## config.mk

```make
export PLATFORM = sky130hd
export DESIGN_NAME = prd_decode
export DESIGN_NICKNAME = d
export VERILOG_FILES = /design/src/rtl/prd_pkg.sv /design/src/rtl/prd_decode.sv
export SDC_FILE = /design/constraint.sdc
export NUM_CORES = 2
export LEC_CHECK = 0
export BUFFER_PORTS_ARGS = -buffer_cell sky130_fd_sc_hd__buf_2
export CORE_MARGIN = 2
export CORE_UTILIZATION = 53
export DETAILED_ROUTE_END_ITERATION = 8
export PLACE_DENSITY = 0.76
export SLEW_MARGIN = 20
export SYNTH_ARGS = -nofsm -noshare
export SYNTH_HDL_FRONTEND = slang
export SYNTH_SLANG_ARGS = --single-unit
```

## constraint.sdc

```tcl
create_clock -name clock -period 3.9 [get_ports clock]
set_input_delay 1.17 -clock clock [delete_from_list [all_inputs] [get_ports clock]]
set_output_delay 1.17 -clock clock [all_outputs]
set_load 0.05 [all_outputs]
```

## src/rtl/prd_pkg.sv

```systemverilog
// Purpose: constants and carriers for the strap ratio decoder
// Assumes: config word bit 0 is the leftmost, fields read msb first
// Notes: register offsets are byte addresses on a 32-bit bus
package prd_pkg;
  localparam int CFG_W = 256; // config word width
  localparam int MEM_RAT_POS = 10; // memory ratio code, 5 bits
  localparam int MEM_RNG_POS = 16; // memory pll range code, 2 bits
  localparam int SYNC_POS = 184; // memory sync-select bit
  localparam int RATE_POS = 232; // memory rate-select bit
  localparam int SPARE_POS = 234; // memory spare bit
  localparam int LANE_RAT_POS = 128; // four 3-bit lane ratio codes
  localparam int B1_HALVE_POS = 144; // five bank 1 halve bits
  localparam int BN_HALVE_POS = 149; // halve bits of banks 2..4
  localparam logic [4:0] SYNC_CODE = 5'h01; // only sync ratio code
  localparam logic [4:0] MULT_NONE = 5'h00; // reserved ratio
  localparam logic [7:0] REG_MEM = 8'h00; // memory settings, ro
  localparam logic [7:0] REG_LANE = 8'h04; // lane multipliers, ro
  localparam logic [7:0] REG_HALVE = 8'h08; // lane halve bits, ro
  localparam logic [7:0] REG_ERR = 8'h0c; // sticky errors, w1c
  localparam logic [7:0] REG_MODE = 8'h10; // raw mode bits, ro

  typedef struct packed {
    logic sync; // synchronous memory clocking
    logic ref_plat; // 1: reference is platform clock
    logic bus_half; // bus clock is platform/2
    logic [4:0] mult; // data rate multiplier, 0 = reserved
    logic [1:0] range; // memory pll range code
  } prd_mem_cfg_t;

  typedef struct packed {
    logic [3:0][5:0] mult; // per-bank multiplier, 0 = reserved
    logic [4:0] b1_halve; // bank 1 lane pair halve bits
    logic [2:0] bn_halve; // banks 2..4 halve bits
  } prd_lane_cfg_t;

  typedef struct packed {
    logic mode; // sync and rate bits disagree
    logic ratio; // reserved memory ratio code
    logic [3:0] lane; // reserved lane code per bank
  } prd_err_t;
endpackage

```

## src/rtl/prd_decode.sv

```systemverilog
// Purpose: capture the reset config word and decode pll settings
// Assumes: word arrives on pins, stable while reset is low
// Notes: clock pins of the plls are not used here, only selected
`timescale 1ns/1ns
module prd_decode #(
  parameter int CFG_W = prd_pkg::CFG_W // config word width
) (
  input wire logic clock, // 125 MHz block clock
  input wire logic rst_n, // synchronous reset, active low
  input wire logic ce, // clock enable, freezes state
  input wire logic [0:CFG_W-1] reset_config_word, // strap pins
  input wire logic [7:0] address, // avalon byte address
  input wire logic read, // avalon read
  input wire logic write, // avalon write
  input wire logic [31:0] writedata, // avalon write data
  output logic [31:0] readdata, // avalon read data
  output logic waitrequest, // avalon wait
  output logic cfg_valid, // settings decoded and stable
  output prd_pkg::prd_mem_cfg_t mem_ctrl0_cfg, // memory controller 0
  output prd_pkg::prd_mem_cfg_t mem_ctrl1_cfg, // memory controller 1
  output prd_pkg::prd_lane_cfg_t lane_cfg, // serial lane plls
  output logic cfg_error // any sticky error bit set
);
  ////////////////////////////////////////////////////////////////
  // pin synchroniser and one-shot capture
  logic [0:CFG_W-1] sync1_q, sync2_q, sync3_q; // three-stage sync
  logic [0:CFG_W-1] word_q; // captured word
  logic taken_q; // word has been captured
  logic valid_q; // decoded outputs loaded
  logic [2:0] fill_q; // marks stages that hold a sample taken after reset

  // straps are pins, so they pass the usual three stages
  // the word only moves at power-up, so the latency costs nothing
  always_ff @(posedge clock) begin
    if (!rst_n) begin
      sync1_q <= '0;
      sync2_q <= '0;
      sync3_q <= '0;
    end else if (ce) begin
      sync1_q <= reset_config_word;
      sync2_q <= sync1_q;
      sync3_q <= sync2_q;
    end
  end

  // the stages reset to zero, and two zero stages would pass for an
  // agreed word; a marker bit travels beside the samples so capture
  // waits until the third stage holds a pin value taken after reset
  always_ff @(posedge clock) begin
    if (!rst_n) begin
      fill_q <= 3'h0;
    end else if (ce) begin
      fill_q <= {fill_q[1:0], 1'b1};
    end
  end

  // capture once stages agree; never again until reset
  // later pin movement is ignored, so a strap glitch after boot
  // cannot retune a running pll
  always_ff @(posedge clock) begin
    if (!rst_n) begin
      word_q <= '0;
      taken_q <= 1'b0;
    end else if (ce && !taken_q && fill_q[2] && sync2_q == sync3_q) begin
      word_q <= sync3_q;
      taken_q <= 1'b1;
    end
  end

  ////////////////////////////////////////////////////////////////
  // decode of the captured word
  prd_pkg::prd_mem_cfg_t mem_d, mem_q; // memory settings
  prd_pkg::prd_lane_cfg_t lane_d, lane_q; // lane settings
  prd_pkg::prd_err_t err_d; // errors of the captured word
  logic [4:0] rat_code; // memory ratio code
  logic [3:0][2:0] lane_code; // lane ratio code per bank
  logic sync_bit, rate_bit; // mode bits

  assign rat_code = word_q[prd_pkg::MEM_RAT_POS +: 5];
  assign sync_bit = word_q[prd_pkg::SYNC_POS];
  assign rate_bit = word_q[prd_pkg::RATE_POS];

  // memory side: one decode feeds both controllers
  // a reserved code decodes to a zero multiplier, which the error
  // terms below reuse
  always_comb begin
    mem_d.sync = sync_bit;
    mem_d.ref_plat = sync_bit;
    mem_d.bus_half = sync_bit;
    mem_d.range = word_q[prd_pkg::MEM_RNG_POS +: 2];
    mem_d.mult = prd_pkg::MULT_NONE;
    if (sync_bit) begin
      if (rat_code == prd_pkg::SYNC_CODE) begin
        mem_d.mult = 5'h01;
      end
    end else begin
      case (rat_code)
        5'h05: mem_d.mult = 5'h05;
        5'h06: mem_d.mult = 5'h06;
        5'h08: mem_d.mult = 5'h08;
        5'h09: mem_d.mult = 5'h09;
        5'h0a: mem_d.mult = 5'h0a;
        5'h0c: mem_d.mult = 5'h0c;
        5'h0d: mem_d.mult = 5'h0d;
        5'h10: mem_d.mult = 5'h10;
        5'h12: mem_d.mult = 5'h12;
        5'h13: mem_d.mult = 5'h13;
        5'h14: mem_d.mult = 5'h14;
        5'h18: mem_d.mult = 5'h18;
        default: mem_d.mult = prd_pkg::MULT_NONE; // reserved
      endcase
    end
  end

  // lane side: code meaning depends on the bank
  // the bank index takes part in every arm but the default, since a code legal on
  // one bank may be reserved on the next
  always_comb begin
    lane_d.b1_halve = word_q[prd_pkg::B1_HALVE_POS +: 5];
    lane_d.bn_halve = word_q[prd_pkg::BN_HALVE_POS +: 3];
    for (int b = 0; b < 4; b++) begin
      lane_code[b] = word_q[prd_pkg::LANE_RAT_POS + 3*b +: 3];
      lane_d.mult[b] = 6'h00;
      case (lane_code[b])
        3'h1: lane_d.mult[b] = (b == 1 || b == 2) ? 6'h14 : 6'h00;
        3'h2: lane_d.mult[b] = (b < 3) ? 6'h19 : 6'h00;
        3'h3: lane_d.mult[b] = (b < 3) ? 6'h28 : 6'h00;
        3'h4: lane_d.mult[b] = (b < 3) ? 6'h32 : 6'h00;
        3'h5: lane_d.mult[b] = (b >= 2) ? 6'h18 : 6'h00;
        3'h6: lane_d.mult[b] = (b >= 2) ? 6'h1e : 6'h00;
        default: lane_d.mult[b] = 6'h00; // 000 and 111 reserved
      endcase
    end
  end

  // error terms follow from the decode: zero means reserved
  always_comb begin
    err_d.mode = sync_bit ^ rate_bit;
    err_d.ratio = (mem_d.mult == prd_pkg::MULT_NONE);
    for (int b = 0; b < 4; b++) begin
      err_d.lane[b] = (lane_d.mult[b] == 6'h00);
    end
  end

  ////////////////////////////////////////////////////////////////
  // output registers, loaded once the word is held
  // loading once keeps the pll settings still while the plls lock
  always_ff @(posedge clock) begin
    if (!rst_n) begin
      mem_q <= '0;
      lane_q <= '0;
      valid_q <= 1'b0;
    end else if (ce && taken_q && !valid_q) begin
      mem_q <= mem_d;
      lane_q <= lane_d;
      valid_q <= 1'b1;
    end
  end

  // the controllers must never see different settings
  // one register feeds both ports, so they cannot drift apart
  assign mem_ctrl0_cfg = mem_q;
  assign mem_ctrl1_cfg = mem_q;
  assign lane_cfg = lane_q;
  assign cfg_valid = valid_q;

  ////////////////////////////////////////////////////////////////
  // sticky errors, set at load, cleared by writing ones
  prd_pkg::prd_err_t err_q; // sticky error bits
  logic load_ev; // one-cycle decode load event
  logic ack_q; // bus access answered this cycle
  logic err_clr; // write to the error register
  logic [5:0] clr_bits; // bits that software clears

  assign load_ev = taken_q && !valid_q;
  assign err_clr = ack_q && write && address == prd_pkg::REG_ERR;
  assign clr_bits = err_clr ? writedata[5:0] : 6'h00;

  // a set in the clear cycle wins, so no event is lost
  // errors latch only at the load event; nothing sets them later
  always_ff @(posedge clock) begin
    if (!rst_n) begin
      err_q <= '0;
    end else if (ce) begin
      err_q <= (err_q & ~clr_bits) | (load_ev ? err_d : '0);
    end
  end

  assign cfg_error = |err_q;

  ////////////////////////////////////////////////////////////////
  // avalon slave: one wait cycle, then the answer
  logic [31:0] rdata_q; // read data, stands while ack_q is high

  // hold off the first cycle of every access to register data
  // every access costs two cycles; the fixed wait keeps the read
  // mux off the path from the bus pins
  assign waitrequest = (read || write) && !ack_q;
  assign readdata = rdata_q;

  // ack_q marks the answer cycle, so a held request is not taken twice
  always_ff @(posedge clock) begin
    if (!rst_n) begin
      ack_q <= 1'b0;
    end else if (ce) begin
      ack_q <= (read || write) && !ack_q;
    end
  end

  // unmapped addresses read as zero, writes there are dropped
  // read data are loaded in the wait cycle and stand until the next read
  always_ff @(posedge clock) begin
    if (!rst_n) begin
      rdata_q <= 32'h0000_0000;
    end else if (ce && read && !ack_q) begin
      case (address)
        prd_pkg::REG_MEM: rdata_q <= {22'h0, mem_q};
        prd_pkg::REG_LANE: rdata_q <= {8'h00, lane_q.mult};
        prd_pkg::REG_HALVE: rdata_q <= {24'h0, lane_q.bn_halve,
                                        lane_q.b1_halve};
        prd_pkg::REG_ERR: rdata_q <= {26'h0, err_q};
        prd_pkg::REG_MODE: rdata_q <= {29'h0,
                                       word_q[prd_pkg::SPARE_POS],
                                       rate_bit, sync_bit};
        default: rdata_q <= 32'h0000_0000;
      endcase
    end
  end
endmodule

```

==> impl_metrics.toml <==
[synthesis]
yosys.area.top_type_share_pct = 50.7
synth-seq-cells = 870
syn-cell-area_um2 = 34300
syn_inst = 3401
ys_seq_area_share_pct = 50.7
synth_area_per_cell_um2 = 10.1
synth_area_leaders = "dfxtp_1 51%, mux2i_1 23%, nor2_1 8.5%"
ys_top_cells_by_count = "870 x dfxtp_1, 790 x mux2i_1, 775 x nor2_1"
synth_top_cell_by_area = "dfxtp_1"
ys_async_sr_fraction_pct = 0
synthFlopType = "dfxtp_1"
synth.most_common_cell = "dfxtp_1"
ys_warn_count = 0
synth_cell_types = 55
synth-edff-count = 0

[sta]
min_period_ns = 3.76
setup_slack_ns = 0.141
period_share_pct = 96.4
slew_headroom_pct = 23.8
hold_viol = 0
worstMarginPinSlew_ns = 1.14
maxSlewViolCount = 0
max_freq_mhz = 266
rsz0062_at_grt = "true"
final.setup_skew_ns = 0.0219
holdWs_ns = 0.448
setup_viol = 0

[global_routing]
grtUsageTotal_pct = 25.4
grt_max_degree = 246
gr-total-overflow = 0
antenna_found_initial = 54
grt_pass1_vias = 22618
grt_pass1_wl_um = 131000

[clock_tree]
cts_tree = "built"
insertion_delay_ns = 0.65
postCtsHoldBufs = 0
cts_buffers = 88
htreeDepth = 3
cts_buffer_depth = 3
clk_pin_slew_ns = 0.06
clock-root-buffer = "clkbuf_16"
cts.sinks = 870

[power]
p_per_area_nw_per_um2 = 497
power_mw = 19.8
cellLeakagePower_nw = 18.1
ir_worst_vdd_mv = 0.332

[setup_path]
critical_path.top_delay_family = "simple AND/OR/NAND/NOR gates"
path_max_fanout = 4
crit_chain = "buf_8, nand4b_1, or4_1, or4_4, or4_4, nor2_4, mux2i_2, nor2_1, ha_1, inv_1, mux2_2, nor3_1, mux2i_1, nand2_1"
critPathBufInv = 2
path_common_cell = "or4_4"
r2r-start = "sync3_q[147]"
cp.arrival_ns = 4.34
reg2regPathDepth = 15
crit_path_end_kind = "register"
crit_cells = 14
cp_slowest_cell = "or4_1"
slowest_delay_ns = 0.53
worstSetupPathType = "input port to register"
start_kind = "input port"
cp.required_ns = 4.48
reg2reg_slack_ns = 0.17

[floorplanning]
fp-row-count = 93
dieArea_um2 = 66800
fp.coreArea_um2 = 64200
die_w_um = 259
io_pins = 388
dieHeight_um = 259
start_util_pct = 53.4

[layout]
layout.nets = 3977
area_growth_pct = 16.3
n_fill_cell = 5294
final_cell_area_um2 = 39900
drive_gt1_share_pct = 15.6

[route]
firstDrtPassIters = 6
num_vias = 24079
wl_per_cell_um = 18.8
ant_nets = 0
first_iter_violations = 1697
drc = 0
vias_per_cell = 5.21
drt_wl_total_um = 87000

[placement]
port_buffers = 348
placed_area_um2 = 36700
place_congestion = 0.878
dp_hpwl_um = 62000
post-place-ws_ns = -0.512

[worst_hold_path]
whs_path_depth = 2
hold_start = "readdata[7]"
hold_end = "readdata[7]"
hp-class = "register to register"

[run_status]
status = "finished clean"

[run]
drv_cap = 0
cells by family after synthesis:
kind of cell    Yosys count  share of synthesized area [%]
compound gates          131                           2.29
xor+xnor                261                           6.66
fa+ha+maj                 5                          0.182
buf+inv                 253                           3.19
flops                   870                           50.7
mux                     800                           23.5
other cells               1                         0.0109
simple gates           1080                           13.4
metrics by stage:
step,util [%],TNS (ns),cells
floorplan,-,-0.161,3413
global placement,57.2,-77.76,4434
detailed placement,57.2,-69.58,4434
CTS,62.0,0,4597
global route,62.1,-0.0506,4614
finish,62.2,0,4622
placed cells by master, fill, tap and decap left out, types with 23 or more instances in the layout:
cell,synthesis,layout
buf_2,1,346
buf_4,31,61
xnor2_1,160,160
nor2b_1,72,72
mux2i_1,790,788
diode_2,0,23
nand2_1,89,89
o21ai_0,23,23
clkbuf_16,0,89
clkbuf_8,0,24
xor2_1,101,101
nand4_1,49,49
dfxtp_1,870,870
nor4_1,38,36
a21oi_1,60,60
nor2_1,775,773
worst min-delay path, cell delays in order (launching register included):
cell     delay [ns]
dfxtp_1        0.31
nand2_1        0.05
a21oi_1        0.05
layout make-up:
type,instances,area (µm²),area share (%)
inverter,7,33.8,0.0846
antenna,23,57.6,0.144
tap,855,1070,2.68
clock inverter,33,507,1.27
timing repair buffer,414,2320,5.82
multi-input combinational,2290,15900,39.8
sequential,870,17400,43.6
clock buffer,130,2620,6.56
sequential cells by signal, indices dropped and copies added (netlist names), named ones only:
name	flops
sync2_q	256
taken_q	1
mem_ctrl0_cfg	8
ack_q	1
sync3_q	256
readdata	20
word_q	30
lane_cfg	27
err_q	6
cfg_valid	1
fill_q	3
sync1_q	256
how the worst max path moves through the flow:
stage            startpoint       end  slack [ns]
2_1_floorplan            ce  register       -0.11
3_3_place_gp             ce  register       -0.51
3_5_place_dp             ce  register       -0.51
4_1_cts        sync2_q[181]  register        0.05
5_1_grt        sync2_q[181]  register       -0.05
6_report                 ce  register        0.14
metal layers:
| metal | global-route usage, % | wire length, µm | vias to the layer above |
|---|---|---|---|
| met3 | 5.84 | 5600 | 163 |
| met4 | 11.3 | 2950 | 22 |
| li1 | - | - | 11986 |
| met2 | 42.5 | 42300 | 588 |
| met1 | 31.3 | 36100 | 11320 |
| met5 | 0 | 137 | - |
repair_timing:
action | 4_1_cts | 5_1_grt
gates resized for setup | 0 | 3
buffers inserted | 0 | 2
endpoints found under the setup margin | 0 | 4
where the power goes:
group / internal, mW / leakage, nW / total, mW / switching (mW)
clock: 5.41 / 1.55 / 8.93 / 3.52
sequential: 9.19 / 7.08 / 9.41 / 0.222
combinational: 0.673 / 9.47 / 1.50 / 0.828
(Power assumes the default switching activity.)
